==> config.mk <==
export PLATFORM = sky130hd
export DESIGN_NAME = scmwc_top
export DESIGN_NICKNAME = d
export VERILOG_FILES = /design/src/scmwc_pkg.sv /design/src/scmwc_top.sv
export SDC_FILE = /design/constraint.sdc
export NUM_CORES = 1
export LEC_CHECK = 0
export ABC_AREA = 1
export BUFFER_PORTS_ARGS = -buffer_cell sky130_fd_sc_hd__buf_2
export CAP_MARGIN = 20
export CORE_AREA = 5 5 84 144
export CTS_BUF_LIST = sky130_fd_sc_hd__clkbuf_8 sky130_fd_sc_hd__clkbuf_16
export DETAILED_ROUTE_END_ITERATION = 10
export DIE_AREA = 0 0 89 149
export GPL_TIMING_DRIVEN = 0
export PLACE_DENSITY = 0.66
export SLEW_MARGIN = 5
export SYNTH_ARGS = -nofsm -noshare
export SYNTH_HDL_FRONTEND = slang
export SYNTH_SLANG_ARGS = --single-unit
==> constraint.sdc <==
create_clock -name CLK_I -period 2.1 [get_ports CLK_I]
set_input_delay 0.21 -clock CLK_I [delete_from_list [all_inputs] [get_ports CLK_I]]
set_output_delay 0.21 -clock CLK_I [all_outputs]
set_load 0.1 [all_outputs]
==> src/scmwc_pkg.sv <==
// constants and carrier types for the serial channel 0 mode and wait control
package scmwc_pkg;

	// ==========================================
	// register addresses
	localparam logic [15:0] ADDR_MODE = 16'hFF60;
	localparam logic [15:0] ADDR_TIMING = 16'hFF63;
	localparam logic [15:0] ADDR_SLAVE = 16'hFF64;
	localparam logic [15:0] ADDR_SHIFT = 16'hFF65;
	localparam logic [15:0] ADDR_STATUS = 16'hFF66;
	localparam logic [15:0] ADDR_MASK = 16'hFF67;

	// ==========================================
	// reset values
	localparam logic [7:0] RST_MODE = 8'h00;
	localparam logic [7:0] RST_TIMING = 8'h00;
	localparam logic [7:0] RST_SLAVE = 8'h00;
	localparam logic [7:0] RST_SHIFT = 8'h00;
	localparam logic [7:0] RST_STATUS = 8'h00;
	localparam logic [7:0] RST_MASK = 8'h00;

	// ==========================================
	// field positions
	localparam int MODE_EN = 7;
	localparam int MODE_WUP = 5;
	localparam int TIM_SIC = 5;
	localparam int TIM_ADDRESS_MASK_SELECT = 4;
	localparam int TIM_CLC = 3;
	localparam int TIM_WAIT_RELEASE = 2;
	localparam int STAT_XFER = 0;
	localparam int STAT_START = 1;
	localparam int STAT_STOP = 2;

	// ==========================================
	// field codes and counts
	localparam logic [1:0] WAIT_9 = 2'b11;
	localparam logic [3:0] BITS_DATA = 4'h8;
	localparam logic [3:0] BITS_ACK = 4'h9;
	localparam logic [7:0] MASK_ALL = 8'hFF;
	localparam logic [7:0] MASK_HI7 = 8'hFE;

	// ==========================================
	// types
	typedef enum logic [1:0] {
		ST_IDLE = 2'b00,
		ST_XFER = 2'b01,
		ST_WAIT = 2'b10
	} scmwc_state_e;

	typedef struct packed {
		logic [15:0] addr;
		logic [7:0] wdata;
		logic wr;
		logic rd;
	} scmwc_bus_s;

	typedef struct packed {
		logic sck;
		logic data_a;
		logic data_b;
	} scmwc_pins_in_s;

	typedef struct packed {
		logic sck_o;
		logic sck_oe;
		logic a_o;
		logic a_oe;
		logic b_o;
		logic b_oe;
	} scmwc_pins_out_s;

endpackage : scmwc_pkg

==> src/scmwc_top.sv <==
// serial channel 0 mode, clock source, wake-up and wait control
//
// The address-and-strobe port was chosen for this implementation.

module scmwc_top #(
	parameter int unsigned TIMER_DIV = 16
) (
	// clock and reset
	input wire logic CLK_I,
	input wire logic RESET_I,
	// register port
	input wire scmwc_pkg::scmwc_bus_s BUS_I,
	output logic [7:0] RDATA_O,
	// clock sources
	input wire logic TIMER_TWO_TICK_I,
	input wire logic PRESCALE_TICK_I,
	// bus pins
	input wire scmwc_pkg::scmwc_pins_in_s PINS_I,
	output scmwc_pkg::scmwc_pins_out_s PINS_O,
	// interrupt
	output logic IRQ_O
);
	import scmwc_pkg::*;

	// ==========================================
	// parameter check
	if (TIMER_DIV < 2 || TIMER_DIV > 256) begin : g_bad_div
		$error("TIMER_DIV must be 2 to 256");
	end

	localparam logic [7:0] DIV_LAST = 8'(TIMER_DIV - 1);

	// ==========================================
	// state
	logic [7:0] mode_reg;
	logic [7:0] timing_reg;
	logic [7:0] slave_addr;
	logic [7:0] shift_reg;
	logic [7:0] irq_status;
	logic [7:0] irq_mask;
	scmwc_state_e state;
	logic [3:0] bit_cnt;
	logic [7:0] div_cnt;
	logic sck_level;
	logic out_bit;
	logic sck_prev;
	logic sda_prev;
	logic start_seen;
	logic done_q;

	// ==========================================
	// decode
	logic enable;
	logic i2c_mode;
	logic lsb_first;
	logic master;
	logic sda_in;
	logic din;
	logic match;
	logic clock_pin_level;
	logic [3:0] bit_limit;
	logic div_hit;
	logic tick;
	logic rise_ev;
	logic fall_ev;
	logic start_ev;
	logic stop_ev;
	logic xfer_end;
	logic shift_wr;
	logic auto_arm;
	logic arm;
	logic wake_ok;
	logic set_xfer;
	logic status_rd;
	logic [7:0] events;
	logic [7:0] next_status;
	logic [7:0] next_mask;
	logic [7:0] next_rdata;
	scmwc_pins_out_s next_pins;

	always_comb begin
		enable = mode_reg[MODE_EN];
		i2c_mode = (mode_reg[4:3] == 2'b11);
		lsb_first = ~mode_reg[4] & mode_reg[2];
		master = mode_reg[1];
		sda_in = mode_reg[2] ? PINS_I.data_a : PINS_I.data_b;
		din = i2c_mode ? sda_in : PINS_I.data_a;
		match = enable & (((slave_addr ^ shift_reg) & (timing_reg[TIM_ADDRESS_MASK_SELECT] ? MASK_HI7 : MASK_ALL)) == 8'h00);
		clock_pin_level = enable & PINS_I.sck;
		bit_limit = (timing_reg[1:0] == WAIT_9) ? BITS_ACK : BITS_DATA;
		div_hit = TIMER_TWO_TICK_I & (div_cnt == DIV_LAST);
		if (mode_reg[0]) begin
			tick = PRESCALE_TICK_I;
		end else if (i2c_mode) begin
			tick = div_hit;
		end else begin
			tick = TIMER_TWO_TICK_I;
		end
		if (master) begin
			rise_ev = enable & (state == ST_XFER) & tick & ~sck_level;
			fall_ev = enable & (state == ST_XFER) & tick & sck_level;
		end else begin
			rise_ev = enable & (state == ST_XFER) & PINS_I.sck & ~sck_prev;
			fall_ev = enable & (state == ST_XFER) & ~PINS_I.sck & sck_prev;
		end
		start_ev = enable & i2c_mode & PINS_I.sck & sck_prev & sda_prev & ~sda_in;
		stop_ev = enable & i2c_mode & PINS_I.sck & sck_prev & ~sda_prev & sda_in;
		xfer_end = rise_ev & ((bit_cnt + 4'h1) == bit_limit);
		shift_wr = BUS_I.wr & (BUS_I.addr == ADDR_SHIFT) & enable & (state != ST_XFER);
		auto_arm = start_ev & ~master & (state != ST_XFER);
		arm = shift_wr | auto_arm;
		wake_ok = ~mode_reg[MODE_WUP] | (start_seen & match);
		set_xfer = timing_reg[TIM_SIC] ? stop_ev : (done_q & wake_ok);
		events = {5'h00, stop_ev, start_ev, set_xfer};
	end

	// ==========================================
	// operating mode register
	always_ff @(posedge CLK_I) begin
		if (RESET_I) begin
			mode_reg <= RST_MODE;
		end else if (BUS_I.wr && BUS_I.addr == ADDR_MODE) begin
			mode_reg <= {BUS_I.wdata[7], 1'b0, BUS_I.wdata[5:0]};
		end
	end

	// ==========================================
	// interrupt timing register
	always_ff @(posedge CLK_I) begin
		if (RESET_I) begin
			timing_reg <= RST_TIMING;
		end else if (BUS_I.wr && BUS_I.addr == ADDR_TIMING) begin
			timing_reg <= {2'b00, BUS_I.wdata[5:0]};
		end else if (timing_reg[TIM_WAIT_RELEASE]) begin
			timing_reg[TIM_WAIT_RELEASE] <= 1'b0;
		end
	end

	// ==========================================
	// slave address and mask registers
	always_ff @(posedge CLK_I) begin
		if (RESET_I) begin
			slave_addr <= RST_SLAVE;
		end else if (BUS_I.wr && BUS_I.addr == ADDR_SLAVE) begin
			slave_addr <= BUS_I.wdata;
		end
	end

	always_comb begin
		next_mask = irq_mask;
		if (BUS_I.wr && BUS_I.addr == ADDR_MASK) begin
			next_mask = BUS_I.wdata;
		end
	end

	always_ff @(posedge CLK_I) begin
		if (RESET_I) begin
			irq_mask <= RST_MASK;
		end else begin
			irq_mask <= next_mask;
		end
	end

	// ==========================================
	// transfer state machine
	always_ff @(posedge CLK_I) begin
		if (RESET_I) begin
			state <= ST_IDLE;
		end else if (!enable) begin
			state <= ST_IDLE;
		end else begin
			unique case (state)
				ST_IDLE: begin
					if (arm) begin
						state <= ST_XFER;
					end
				end
				ST_XFER: begin
					if (xfer_end) begin
						state <= timing_reg[1] ? ST_WAIT : ST_IDLE;
					end
				end
				ST_WAIT: begin
					if (arm) begin
						state <= ST_XFER;
					end else if (timing_reg[TIM_WAIT_RELEASE]) begin
						state <= ST_IDLE;
					end
				end
				default: begin
					state <= ST_IDLE;
				end
			endcase
		end
	end

	// ==========================================
	// bit counter and timer divider
	always_ff @(posedge CLK_I) begin
		if (RESET_I || arm) begin
			bit_cnt <= 4'h0;
		end else if (rise_ev) begin
			bit_cnt <= bit_cnt + 4'h1;
		end
	end

	always_ff @(posedge CLK_I) begin
		if (RESET_I || state == ST_IDLE || !i2c_mode) begin
			div_cnt <= 8'h00;
		end else if (TIMER_TWO_TICK_I) begin
			div_cnt <= div_hit ? 8'h00 : div_cnt + 8'h01;
		end
	end

	// ==========================================
	// shift register
	always_ff @(posedge CLK_I) begin
		if (RESET_I) begin
			shift_reg <= RST_SHIFT;
		end else if (shift_wr) begin
			shift_reg <= BUS_I.wdata;
		end else if (auto_arm) begin
			shift_reg <= MASK_ALL;
		end else if (rise_ev && bit_cnt < BITS_DATA) begin
			shift_reg <= lsb_first ? {din, shift_reg[7:1]} : {shift_reg[6:0], din};
		end
	end

	// ==========================================
	// serial clock level and data bit
	always_ff @(posedge CLK_I) begin
		if (RESET_I || !enable) begin
			sck_level <= 1'b1;
		end else if (arm) begin
			sck_level <= 1'b1;
		end else if (state == ST_WAIT && (master ? tick : ~PINS_I.sck)) begin
			sck_level <= 1'b0;
		end else if (rise_ev || fall_ev) begin
			sck_level <= ~sck_level;
		end
	end

	always_ff @(posedge CLK_I) begin
		if (RESET_I || !enable) begin
			out_bit <= 1'b1;
		end else if (shift_wr) begin
			out_bit <= i2c_mode ? 1'b1 : (lsb_first ? BUS_I.wdata[0] : BUS_I.wdata[7]);
		end else if (auto_arm) begin
			out_bit <= 1'b1;
		end else if (fall_ev) begin
			out_bit <= (bit_cnt < BITS_DATA) ? (lsb_first ? shift_reg[0] : shift_reg[7]) : 1'b1;
		end
	end

	// ==========================================
	// line history, start tracking, end pulse
	always_ff @(posedge CLK_I) begin
		if (RESET_I) begin
			sck_prev <= 1'b1;
			sda_prev <= 1'b1;
		end else begin
			sck_prev <= PINS_I.sck;
			sda_prev <= sda_in;
		end
	end

	always_ff @(posedge CLK_I) begin
		if (RESET_I || !enable) begin
			start_seen <= 1'b0;
		end else if (start_ev) begin
			start_seen <= 1'b1;
		end else if (done_q) begin
			start_seen <= 1'b0;
		end
	end

	always_ff @(posedge CLK_I) begin
		if (RESET_I) begin
			done_q <= 1'b0;
		end else begin
			done_q <= xfer_end;
		end
	end

	// ==========================================
	// interrupt status and output
	always_comb begin
		status_rd = BUS_I.rd & (BUS_I.addr == ADDR_STATUS);
		next_status = (irq_status & (status_rd ? 8'h00 : 8'hFF)) | events;
	end

	always_ff @(posedge CLK_I) begin
		if (RESET_I) begin
			irq_status <= RST_STATUS;
			IRQ_O <= 1'b0;
		end else begin
			irq_status <= next_status;
			IRQ_O <= |(next_status & next_mask);
		end
	end

	// ==========================================
	// pin drivers
	always_comb begin
		next_pins = '0;
		if (enable) begin
			if (i2c_mode) begin
				unique case (state)
					ST_XFER: next_pins.sck_oe = master & ~sck_level;
					ST_WAIT: next_pins.sck_oe = ~sck_level;
					default: next_pins.sck_oe = ~timing_reg[TIM_CLC];
				endcase
				if (mode_reg[2]) begin
					next_pins.a_oe = (state != ST_IDLE) & ~out_bit;
				end else begin
					next_pins.b_oe = (state != ST_IDLE) & ~out_bit;
				end
			end else begin
				next_pins.sck_o = sck_level;
				next_pins.sck_oe = master & (state == ST_XFER);
				next_pins.b_o = out_bit;
				next_pins.b_oe = 1'b1;
				next_pins.a_oe = 1'b0;
			end
		end
	end

	always_ff @(posedge CLK_I) begin
		if (RESET_I) begin
			PINS_O <= '0;
		end else begin
			PINS_O <= next_pins;
		end
	end

	// ==========================================
	// read port
	always_comb begin
		next_rdata = 8'h00;
		if (BUS_I.rd) begin
			unique case (BUS_I.addr)
				ADDR_MODE: next_rdata = {mode_reg[7], match, mode_reg[5:0]};
				ADDR_TIMING: next_rdata = {1'b0, clock_pin_level, timing_reg[5:0]};
				ADDR_SLAVE: next_rdata = slave_addr;
				ADDR_SHIFT: next_rdata = shift_reg;
				ADDR_STATUS: next_rdata = irq_status;
				ADDR_MASK: next_rdata = irq_mask;
				default: next_rdata = 8'h00;
			endcase
		end
	end

	always_ff @(posedge CLK_I) begin
		if (RESET_I) begin
			RDATA_O <= 8'h00;
		end else begin
			RDATA_O <= next_rdata;
		end
	end

endmodule : scmwc_top

Word-level counts from Yosys, hierarchy flattened
Index checks and enable logic that the tools add are counted.

cells by class
  add/sub/neg operators = 2
  $lt $le $gt $ge = 1
  equality and inequality tests = 16
  multiplexer cells = 39
  bitwise logic cells = 53
  reductions and logical operators = 28

operators with widths
  operator                                                                count
  16-bit equality test (second input constant)                            6
  8-bit 2-to-1 mux                                                        7
  8-bit one-hot mux with 6 select lines                                   1
  1-bit bitwise AND                                                       31
  8-bit bitwise AND                                                       3
  1-bit 2-to-1 mux                                                        24
  1-bit NOT                                                               15
  2-bit 2-to-1 mux                                                        5
  8-bit by 1-bit adder with 8-bit output (second input constant)          1
  8-bit by 4-bit equality test with 1-bit output (second input constant)  1
  8-bit logical NOT                                                       1
  8-bit by 3-bit bitwise OR with 8-bit output                             1
  2-bit OR reduction                                                      4
  8-bit OR reduction                                                      1
  8-bit XOR                                                               1
  2-bit equality test (second input constant)                             3
  1-bit logical AND                                                       6
  2-bit one-hot mux with 3 select lines                                   1
  2-bit nonzero test                                                      3
  3-bit nonzero test                                                      2
  1-bit logical OR                                                        5
  4-bit by 1-bit adder with 4-bit output (second input constant)          1
  4-bit equality test                                                     1
  4-bit < comparator (second input constant)                              1
  11 further kinds                                                        14

word-level totals
  bits in registers = 80
  input bits = 33

Longest topological paths before layout
Gate-level depths: netlist of run 1.

  depth after elaboration = 11
  gate-level depth with buffers = 14
  mapped depth without buffers = 14

Least setup slack after synthesis of run 1
OpenSTA, ideal clock, no wires.

  path kind = register to register
  from = register state[1]
  to = register shift_reg[6]
  library setup time = 0.066 ns
  arrival time = 1.666 ns
  required time = 2.034 ns
  path slack = 0.368 ns
  cell stages (with the launch flop) = 11
  path buffers = 1
  period minus slack after synthesis = 1.732 ns
  cells stage by stage = dfxtp_1 > inv_1 > ha_1 > nor3_1 > nand3_4 > nand2_4 > inv_2 > nand2_4 > buf_6 > o21ai_1 > a21oi_2

on the way
  cells in the longest elaborated chain, start to end = 7
  elaborated cells between the ends (all ways) = 14

RTL lines
  element                                             RTL line                            text
  start, declared                                     scmwc_top.sv:41                     scmwc_state_e state;
  start signal, assigned                              scmwc_top.sv:180                    state <= timing_reg[1] ? ST_WAIT : ST_IDLE;
  2-bit by 1-bit equality test with 1-bit output      scmwc_top.sv:100, scmwc_top.sv:103
  1-bit bitwise AND                                   scmwc_top.sv:100, scmwc_top.sv:103
  1-bit bitwise AND (on tied branches) (2 in series)  scmwc_top.sv:103, scmwc_top.sv:100
  1-bit 2-to-1 mux                                    scmwc_top.sv:99                     if (master) begin
  1-bit logical AND                                   scmwc_top.sv:224                    end else if (rise_ev && bit_cnt < BITS_DATA) begin
  3-bit nonzero test (no line)                        -
  end signal, assigned                                scmwc_top.sv:221                    shift_reg <= BUS_I.wdata;
  end signal, assigned                                scmwc_top.sv:225                    shift_reg <= lsb_first ? {din, shift_reg[7:1]} : {shift_reg[6:0], din};
  end, declared                                       scmwc_top.sv:38                     logic [7:0] shift_reg;

Parallel ways exist; a longest one is shown, timed or not.
A chain may end at the register's enable or synchronous reset.

Worst setup path in the final report of run 1
Same ends and word-level chain as after synthesis.

==> flow_metrics.env, run 1 <==
export IMPL_antenna_found_initial=0
export IMPL_critPathCaptureType="flop"
export IMPL_netlist_area_um2=4170
export IMPL_layoutNonFillerInstCount=806
export IMPL_critPathRequiredTime_ps=2370
export IMPL_vias_per_cell=5.30
export IMPL_slew_viol_final=0
export IMPL_ys_types=42
export IMPL_synth_top_area_cell="dfxtp_1"
export IMPL_synth_edff_count=0
export IMPL_ant_nets=0
export IMPL_tritoncts="yes"
export IMPL_die_h_um=149
export IMPL_grtUsageTotal_pct=20.5
export IMPL_drive_above_1_share_pct=15.4
export IMPL_cp_common_cell="nand2_4"
export IMPL_numCtsBuffers=9
export IMPL_antenna_cells=0
export IMPL_cts_clk_slew_worst_paths_ps=70
export IMPL_worstPathArrival_ps=2210
export IMPL_cellPowerDensity_nw_per_um2=660
export IMPL_num_rows=50
export IMPL_final_period_utilization_pct=92.1
export IMPL_crit_type="reg2reg"
export IMPL_grt_overflow=0
export IMPL_r2r_end="shift_reg[6]"
export IMPL_maxSlewHeadroom_pct=61.6
export IMPL_finalHoldViolCount=0
export IMPL_drc_errors=0
export IMPL_synthCells=615
export IMPL_reg2reg_from="state[1]"
export IMPL_io_buffers=45
export IMPL_ctsHoldBuffers=0
export IMPL_cpPeakStageDelay_ps=360
export IMPL_ys_top_cells_by_area="dfxtp_1, nand2_1, nor2_1"
export IMPL_cp_startpoint="state[1]"
export IMPL_pin_count=48
export IMPL_grt_pass1_vias=4164
export IMPL_ctsLongestPathBuffers=2
export IMPL_vias=4273
export IMPL_totalWireLength_mm=13.0
export IMPL_cts_root_buf="clkbuf_16"
export IMPL_drt_first_iter_violations=367
export IMPL_fmax_ghz=0.517
export IMPL_syn_nets=654
export IMPL_place_congestion=0.965
export IMPL_grt_max_degree=18
export IMPL_rsz0062_at_grt="no"
export IMPL_worst_pin_slew_ps=576
export IMPL_r2r_setup_slack_ps=170
export IMPL_run_status="finished, final reports clean"
export IMPL_hp_class="in2reg"
export IMPL_seq_area_frac_synth_pct=37.9
export IMPL_fp_coreArea_um2=10700
export IMPL_post_cts_buffers=0
export IMPL_rr_worst_depth=10
export IMPL_start_util_pct=39.0
export IMPL_first_pass_iters=5
export IMPL_path_cells="inv_1 > ha_2 > nor3_2 > nand3_4 > nand2_4 > inv_2 > nand2_4 > buf_6 > o21ai_1 > a21oi_2"
export IMPL_fin_skew_ps=6.75
export IMPL_syn_avg_cell_area_um2=6.78
export IMPL_htree_levels=3
export IMPL_dp_cells=790
export IMPL_ir_drop_mv=0.469
export IMPL_yosysTopAreaCellShare_pct=37.9
export IMPL_synth_common_cells="nand2_1, nor2_1, dfxtp_1, inv_1, a21oi_1"
export IMPL_drv_cap=0
export IMPL_area_delta_synth_final_pct=16.7
export IMPL_clkLatencyLatePin_ps=340
export IMPL_ys_ff_latch=79
export IMPL_fin_nets=710
export IMPL_path_max_fanout=10
export IMPL_power_leakage_nw=2.08
export IMPL_die_w_um=89
export IMPL_endpoint="shift_reg[6]"
export IMPL_fillers=1126
export IMPL_slowest_stage="dfxtp_1"
export IMPL_timing_setup_tns_ps=0
export IMPL_cts_sinks=79
export IMPL_start_kind="flop"
export IMPL_post_route_min_period_ps=1930
export IMPL_setup_violations=0
export IMPL_synth_ff_type="dfxtp_1"
export IMPL_yosys_warnings=0
export IMPL_wire_per_inst_um=16.1
export IMPL_fp_dieArea_um2=13300
export IMPL_dpl_hpwl_mm=10.3
export IMPL_yosysMostFrequentCell="nand2_1"
export IMPL_async_flop_share_pct=0
export IMPL_grt_pass1_wl_mm=20.6
==> report_power, final <==
group | leakage (nW) | switching, W | total [W] | internal (W)
combinational | 1.30 | 0.000101 | 0.000141 | 0.0000402
sequential | 0.637 | 0.00000102 | 0.00150 | 0.00150
clock | 0.145 | 0.000726 | 0.00157 | 0.000845
total | 2.08 | 0.000828 | 0.00321 | 0.00238
==> metrics by stage <==
step	setup WS (ps)	instance area [um2]	hold WS (ps)	utilization [%]	total power [W]
after floorplan	368	4170	318	-	0.00160
after global placement	73.2	4560	446	42.6	0.00167
after detailed placement	16.1	4560	460	42.6	0.00167
after CTS	109	4860	113	45.5	0.00323
after global routing	57.8	4870	145	45.5	0.00331
final	166	4870	112	45.5	0.00321
==> metal layers <==
metal	share of wire [%]	vias to the layer above	track usage, %
met1	36	1947	21.2
li1	-	2118	-
met4	8.4	0	16.4
met5	0	-	0
met2	51	151	35.3
met3	4.5	57	3.10
==> logic make-up after synthesis <==
group	after synthesis	share of synthesized area, %
and+or+nand+nor	301	32.0
AOI/OAI and AO/OA	130	18.0
buffers and inverters	93	9.18
DFF	79	37.9
adders and majority gates	6	1.80
xor gates and xnor gates	5	1.05
other	1	0.0899
==> cells in the final DEF (no fill, tap or decap), drive strengths merged, types with 3 or more instances in the layout <==
cell type	instances
a211oi	11
a21oi	51
a22oi	4
a31oi	3
buf	50
clkbuf	15
dfxtp	79
ha	6
inv	86
nand2	155
nand3	29
nand4	7
nor2	91
nor3	13
o21a	3
o21ai	44
o22ai	10
xor2	3
==> how the worst min path moves through the flow <==
| stage | slack [ps] | start | to | cells after the start |
|---|---|---|---|---|
| CTS | 110 | PINS_I[2] | sck_prev | 3 |
| global placement | 450 | PINS_I[2] | sck_prev | 3 |
| detailed placement | 460 | PINS_I[2] | sck_prev | 3 |
| finish | 110 | PINS_I[2] | sck_prev | 3 |
| global route | 140 | PINS_I[2] | sck_prev | 3 |
| floorplan | 320 | PINS_I[2] | sck_prev | 2 |
==> worst max-delay path: cells and delay by family, from the launching register on <==
kind / cells / cell delay (ps)
compound gates: 2 / 190
buf+inv: 3 / 320
fa+ha+maj: 1 / 250
simple gates: 4 / 750
flops: 1 / 360
==> layout make-up <==
class / count / area, um2 / share of cell area (%)
sequential: 79 / 1580 / 32.5
tap: 130 / 163 / 3.34
timing repair buffer: 45 / 225 / 4.62
multi-input combinational: 443 / 2220 / 45.5
clock inverter: 7 / 75.1 / 1.54
buffer: 11 / 68.8 / 1.41
inverter: 82 / 314 / 6.45
clock buffer: 9 / 225 / 4.62
==> what timing repair did <==
item                                    in CTS  in global routing
cloned                                       0                  0
endpoints found under the setup margin       1                  3
gates resized for setup                      1                  2
pin swaps                                    0                  0
Power figures use the tool's default switching activity.
==> inputs of run 2 (changes only) <==
--- a/config.mk
+++ b/config.mk
@@ -6,7 +6,7 @@
 export NUM_CORES = 1
 export LEC_CHECK = 0
 export ABC_AREA = 1
-export BUFFER_PORTS_ARGS = -buffer_cell sky130_fd_sc_hd__buf_2
+export BUFFER_PORTS_ARGS = -buffer_cell sky130_fd_sc_hd__buf_4
 export CAP_MARGIN = 20
 export CORE_AREA = 5 5 84 144
 export CTS_BUF_LIST = sky130_fd_sc_hd__clkbuf_8 sky130_fd_sc_hd__clkbuf_16
==> run 2 against run 1 <==
  * Non-clock buffer count unchanged
  * Core utilization up 1.3 points
  * Clock skew grew 1.7 ps
  * Via count shrank 0.12%
  * Register-to-register slack lost 70 ps
  * Final cell count unchanged
  * Critical path depth unchanged
  * Hold slack got worse by 24 ps
  * Die area unchanged
  * Critical endpoint unchanged
  * Largest power group unchanged
  * Highest routed layer unchanged
==> flow_metrics.env, run 2 (synthesized netlist as in run 1, its figures left out) <==
export IMPL_combPwrFrac_pct=4.7
export IMPL_hp_class="in2reg"
export IMPL_power_leakage_nw=2.11
export IMPL_multi_input_area_um2=2210
export IMPL_antenna_cells=0
export IMPL_dp_slack_ps=4.98
export IMPL_r2r_setup_slack_ps=90
export IMPL_rsz0062_at_grt="yes"
export IMPL_critPathCaptureType="flop"
export IMPL_grt_overflow=0
export IMPL_grt_max_degree=16
export IMPL_fp_dieArea_um2=13300
export IMPL_ant_nets=0
export IMPL_ctsHoldBuffers=0
export IMPL_worstPathArrival_ps=2280
export IMPL_setup_violations=0
export IMPL_finalHoldViolCount=0
export IMPL_maxSlewHeadroom_pct=58.9
export IMPL_cts_sinks=79
export IMPL_layout_common_cells="nand2_1, nor2_1, dfxtp_1"
export IMPL_critPathRequiredTime_ps=2380
export IMPL_met2_usage_pct=35.7
export IMPL_switching_share_pct=22.8
export IMPL_p_seq_share_pct=44.4
export IMPL_use_met3_pct=3.70
export IMPL_ctsLongestPathBuffers=2
export IMPL_totalWireLength_mm=13.0
export IMPL_seq_area_um2=1580
export IMPL_area_delta_synth_final_pct=20.0
export IMPL_path_max_fanout=10
export IMPL_fmax_ghz=0.498
export IMPL_vias=4268
export IMPL_drt_first_iter_violations=381
export IMPL_place_congestion=0.973
export IMPL_fin_skew_ps=8.45
export IMPL_dpl_hpwl_mm=10.3
export IMPL_stdcell_area_um2=5000
export IMPL_vias_per_cell=5.30
export IMPL_numCtsBuffers=9
export IMPL_fillers=1066
export IMPL_tritoncts="yes"
export IMPL_cts_clk_slew_worst_paths_ps=60
export IMPL_cts_resized=1
export IMPL_grt_pass1_vias=4234
export IMPL_fin_nets=710
export IMPL_die_w_um=89
export IMPL_start_util_pct=39.0
export IMPL_post_cts_buffers=0
export IMPL_htree_levels=3
export IMPL_fin_util_pct=46.8
export IMPL_antenna_found_initial=0
export IMPL_run_status="finished, final reports clean"
export IMPL_fp_coreArea_um2=10700
export IMPL_first_pass_iters=5
export IMPL_drc_errors=0
export IMPL_switchingPower_w=0.000770
export IMPL_clkLatencyLatePin_ps=340
export IMPL_grtUsageTotal_pct=20.7
export IMPL_power_total_w=0.00338
export IMPL_post_route_min_period_ps=2010
export IMPL_final_period_utilization_pct=95.5
export IMPL_drive_above_1_share_pct=15.1
export IMPL_worst_pin_slew_ps=611
export IMPL_cts_root_buf="clkbuf_16"
export IMPL_power_share_clock_pct=50.9
export IMPL_placedInstanceArea_um2=4670
export IMPL_p_int_w=0.00261
export IMPL_cellPowerDensity_nw_per_um2=675
export IMPL_die_h_um=149
export IMPL_grt_pass1_wl_mm=20.9
export IMPL_slew_viol_final=0
export IMPL_grt_busiest_layer="met2"
export IMPL_ir_drop_mv=0.577
export IMPL_pin_count=48
export IMPL_wire_per_inst_um=16.1
export IMPL_num_rows=50
export IMPL_start_kind="flop"
export IMPL_grt_use_met1_pct=21.3
export IMPL_layout_setup_ws_ps=93.8
export IMPL_io_buffers=45
export IMPL_drv_cap=0
export IMPL_final_common_cell="nand2_1"
export IMPL_crit_type="reg2reg"
run 2: metrics by stage:
step,std cells,TNS (ps),hold slack [ps]
final,806,0,87.4
after global routing,806,-30.4,102
after CTS,806,0,81.0
after detailed placement,790,0,434
after global placement,790,0,433
after floorplan,615,0,318
run 2: layout make-up:
cell class              count  share of cell area (%)
multi-input cells         443                    44.2
flip-flops and latches     79                    31.6
plain buffers              11                    1.38
repair buffers             45                    6.75
clock buffers               9                    4.50
clock inverters             7                    2.05
inverters                  82                    6.27
well taps                 130                    3.25
run 2: power groups by stage:
stage               Sequential [W]  Clock (W)  Combinational [W]
floorplan                  0.00153          0          0.0000653
global placement           0.00153          0           0.000151
detailed placement         0.00153          0           0.000154
CTS                        0.00150    0.00173           0.000155
global route               0.00150    0.00181           0.000171
finish                     0.00150    0.00172           0.000158
run 2: path summary, 6_finish.rpt:
| kind | depth (start not counted) | endpoint | from |
|---|---|---|---|
| setup reg to reg | 10 | shift_reg[6] | state[1] |
| hold / removal | 3 | sck_prev | PINS_I[2] |
| setup / recovery | 10 | shift_reg[6] | state[1] |
| hold reg to reg | 2 | irq_status[5] | irq_status[5] |
run 2: critical path, stage by stage, from the launching register on:
cell and delay [ps]:
dfxtp_1 360, inv_1 80, ha_1 290, nor3_2 340
nand3_4 200, nand2_4 130, inv_2 80, nand2_4 110
buf_6 150, o21ai_1 80, a21oi_2 120
run 2: layer usage:
metal	up-vias	share of wire, %
met1	1921	35
met4	0	8.2
met3	57	5.6
met5	-	0
li1	2115	-
met2	175	51
==> inputs of run 3 (changes only) <==
--- a/config.mk
+++ b/config.mk
@@ -5,15 +5,14 @@
 export SDC_FILE = /design/constraint.sdc
 export NUM_CORES = 1
 export LEC_CHECK = 0
-export ABC_AREA = 1
 export BUFFER_PORTS_ARGS = -buffer_cell sky130_fd_sc_hd__buf_4
 export CAP_MARGIN = 20
-export CORE_AREA = 5 5 84 144
+export CORE_AREA = 5 5 81 140
 export CTS_BUF_LIST = sky130_fd_sc_hd__clkbuf_8 sky130_fd_sc_hd__clkbuf_16
 export DETAILED_ROUTE_END_ITERATION = 10
-export DIE_AREA = 0 0 89 149
+export DIE_AREA = 0 0 86 145
 export GPL_TIMING_DRIVEN = 0
-export PLACE_DENSITY = 0.66
+export PLACE_DENSITY = 0.67
 export SLEW_MARGIN = 5
 export SYNTH_ARGS = -nofsm -noshare
 export SYNTH_HDL_FRONTEND = slang
==> run 3 against run 2 <==
  * The flow now finishes with violations (setup timing)
  * Sequential power barely moved
  * Synthesized cell count fell by 29%
  * Clock skew fell by 3.1 ps
  * Critical endpoint is now shift_reg[5]
  * Highest routed layer unchanged
==> flow_metrics.env, run 3 <==
export IMPL_run_status="finished, violations left"
export IMPL_violations="setup timing"
export IMPL_grtUsageTotal_pct=19.5
export IMPL_antenna_found_initial=0
export IMPL_synth_ff_type="dfxtp_1"
export IMPL_pin_count=48
export IMPL_slew_viol_final=0
export IMPL_ys_ff_latch=79
export IMPL_cts_sinks=79
export IMPL_fin_skew_ps=5.35
export IMPL_min_path_cells=2
export IMPL_path_cells="ha_4 > and4_4 > a221oi_4 > buf_6 > o32a_1 > o31a_1 > buf_6 > nand2_1 > a21oi_2"
export IMPL_crit_type="reg2reg"
export IMPL_clkLatencyLatePin_ps=340
export IMPL_io_buffers=46
export IMPL_numCtsBuffers=9
export IMPL_area_delta_synth_final_pct=25.3
export IMPL_synth_top_family_by_area="simple AND/OR/NAND/NOR gates"
export IMPL_rr_worst_depth=9
export IMPL_wire_per_inst_um=18.9
export IMPL_fp_dieArea_um2=12500
export IMPL_die_h_um=145
export IMPL_dpl_hpwl_mm=8.87
export IMPL_num_rows=49
export IMPL_grt_pass1_wl_mm=19.0
export IMPL_post_route_min_period_ps=2190
export IMPL_maxSlewHeadroom_pct=54.1
export IMPL_synth_top_area_cell="dfxtp_1"
export IMPL_ys_top_cells_by_area="dfxtp_1, mux2i_1, nand2_1"
export IMPL_synth_adder_area_share_pct=1.91
export IMPL_crit_family="compound AO/OA/AOI/OAI gates"
export IMPL_synthCells=439
export IMPL_yosysMostFrequentCell="dfxtp_1"
export IMPL_critPathRequiredTime_ps=2290
export IMPL_min_to="sck_prev"
export IMPL_grt_max_degree=13
export IMPL_layout_common_cells="dfxtp_1, buf_4, nand2_1"
export IMPL_worstPathArrival_ps=2390
export IMPL_totalWireLength_mm=12.0
export IMPL_grt_overflow=0
export IMPL_cpPeakStageDelay_ps=420
export IMPL_layout_setup_ws_ps=-93.0
export IMPL_yosys_warnings=0
export IMPL_finalHoldViolCount=0
export IMPL_hp_start="PINS_I[2]"
export IMPL_netlist_area_um2=3930
export IMPL_synth_common_cells="dfxtp_1, nand2_1, nor2_1, mux2i_1, a21oi_1"
export IMPL_path_buf_inv=2
export IMPL_drive_above_1_share_pct=22.3
export IMPL_syn_avg_cell_area_um2=8.95
export IMPL_hp_class="in2reg"
export IMPL_power_total_w=0.00329
export IMPL_r2r_setup_slack_ps=-90
export IMPL_rsz0062_at_grt="yes"
export IMPL_synth_compound_area_share_pct=16.6
export IMPL_synth_edff_count=0
export IMPL_critPathCaptureType="flop"
export IMPL_cp_common_cell="buf_6"
export IMPL_syn_nets=478
export IMPL_grt_pass1_vias=3689
export IMPL_vias=3623
export IMPL_final_period_utilization_pct=104
export IMPL_antenna_cells=0
export IMPL_drv_cap=0
export IMPL_start_kind="flop"
export IMPL_fp_coreArea_um2=10100
export IMPL_fin_util_pct=48.7
export IMPL_ys_types=69
export IMPL_drc_errors=0
export IMPL_cts_clk_slew_worst_paths_ps=60
export IMPL_fmax_ghz=0.456
export IMPL_seq_area_frac_synth_pct=40.2
export IMPL_drt_first_iter_violations=308
export IMPL_cellPowerDensity_nw_per_um2=667
export IMPL_ant_nets=0
export IMPL_synthMuxAreaShare_pct=10.1
export IMPL_die_w_um=86
export IMPL_ctsLongestPathBuffers=2
export IMPL_ir_drop_mv=0.405
export IMPL_path_max_fanout=8
export IMPL_worst_pin_slew_ps=688
export IMPL_async_flop_share_pct=0
export IMPL_synthSimpleGateAreaFrac_pct=22.4
export IMPL_final_common_cell="dfxtp_1"
export IMPL_ctsHoldBuffers=0
export IMPL_place_congestion=0.929
export IMPL_setup_violations=11
export IMPL_vias_per_cell=5.72
export IMPL_synthXorXnorAreaFrac_pct=4.90
export IMPL_yosysTopAreaCellShare_pct=40.2
export IMPL_cts_root_buf="clkbuf_16"
export IMPL_htree_levels=3
export IMPL_power_leakage_nw=1.95
export IMPL_start_util_pct=38.8
export IMPL_fin_nets=540
export IMPL_first_pass_iters=7
export IMPL_slowest_stage="o32a_1"
export IMPL_tritoncts="yes"
export IMPL_r2r_end="shift_reg[5]"
export IMPL_reg2reg_from="div_cnt[0]"
## run 3: cell count changes after synthesis, sizes merged, moves of 15 or more
cell	previous run	this run
o21ai	44	8
a21oi	51	33
mux2i	0	34
inv	81	14
nand3	29	14
nand2	155	51
nor2	91	48
## run 3: power by group
part	switching, W	internal [W]
Sequential	0.00000111	0.00150
Combinational	0.000106	0.0000680
Clock	0.000602	0.00101
Total	0.000709	0.00258
## run 3: what timing repair did
action | in CTS | in global routing
endpoints found under the setup margin | 17 | 19
gates resized for setup | 16 | 17
buffers inserted | 4 | 3
pin swaps | 9 | 19
## run 3: metrics by stage
step                setup TNS (ps)  area, um2  instances  worst slack, ps  hold slack [ps]
floorplan                        0       3930        439              126              317
global placement             -8940       4430        612             -403              443
detailed placement           -9920       4430        612             -424              447
CTS                           -871       4840        632             -119              108
global route                 -1170       4930        633             -120              121
finish                        -541       4930        633            -93.0              116
## run 3: kinds of logic after synthesis
logic type,Yosys count
fa+ha+maj,6
flops,79
simple gates,170
mux,39
buf+inv,32
other cells,1
xor+xnor,22
compound gates,90
## run 3: worst max-delay path by stage
| stage | startpoint | endpoint | slack, ps | cells after the start |
|---|---|---|---|---|
| 2_1_floorplan | mode_reg[2] | out_bit | 130 | 6 |
| 3_3_place_gp | mode_reg[2] | shift_reg[5] | -400 | 6 |
| 3_5_place_dp | mode_reg[2] | shift_reg[0] | -420 | 7 |
| 4_1_cts | mode_reg[2] | shift_reg[5] | -120 | 7 |
| 5_1_grt | div_cnt[0] | shift_reg[7] | -120 | 9 |
| 6_report | div_cnt[0] | shift_reg[5] | -90 | 9 |
## run 3: final cells by class
class,count,area (um2)
clock inverters,4,43.8
well taps,127,159
clock buffers,12,267
inverters,14,52.6
fillers,951,5190
repair buffers,53,409
plain buffers,16,87.6
flip-flops and latches,79,1590
multi-input cells,328,2320
## run 3: per-layer routing
metal / global-route usage (%) / up-vias / wire length [um]
li1: - / 1711 / -
met1: 20.7 / 1722 / 4410
met2: 33.7 / 140 / 6220
met3: 3.80 / 50 / 563
met4: 13.3 / 0 / 782
met5: 0 / - / 0
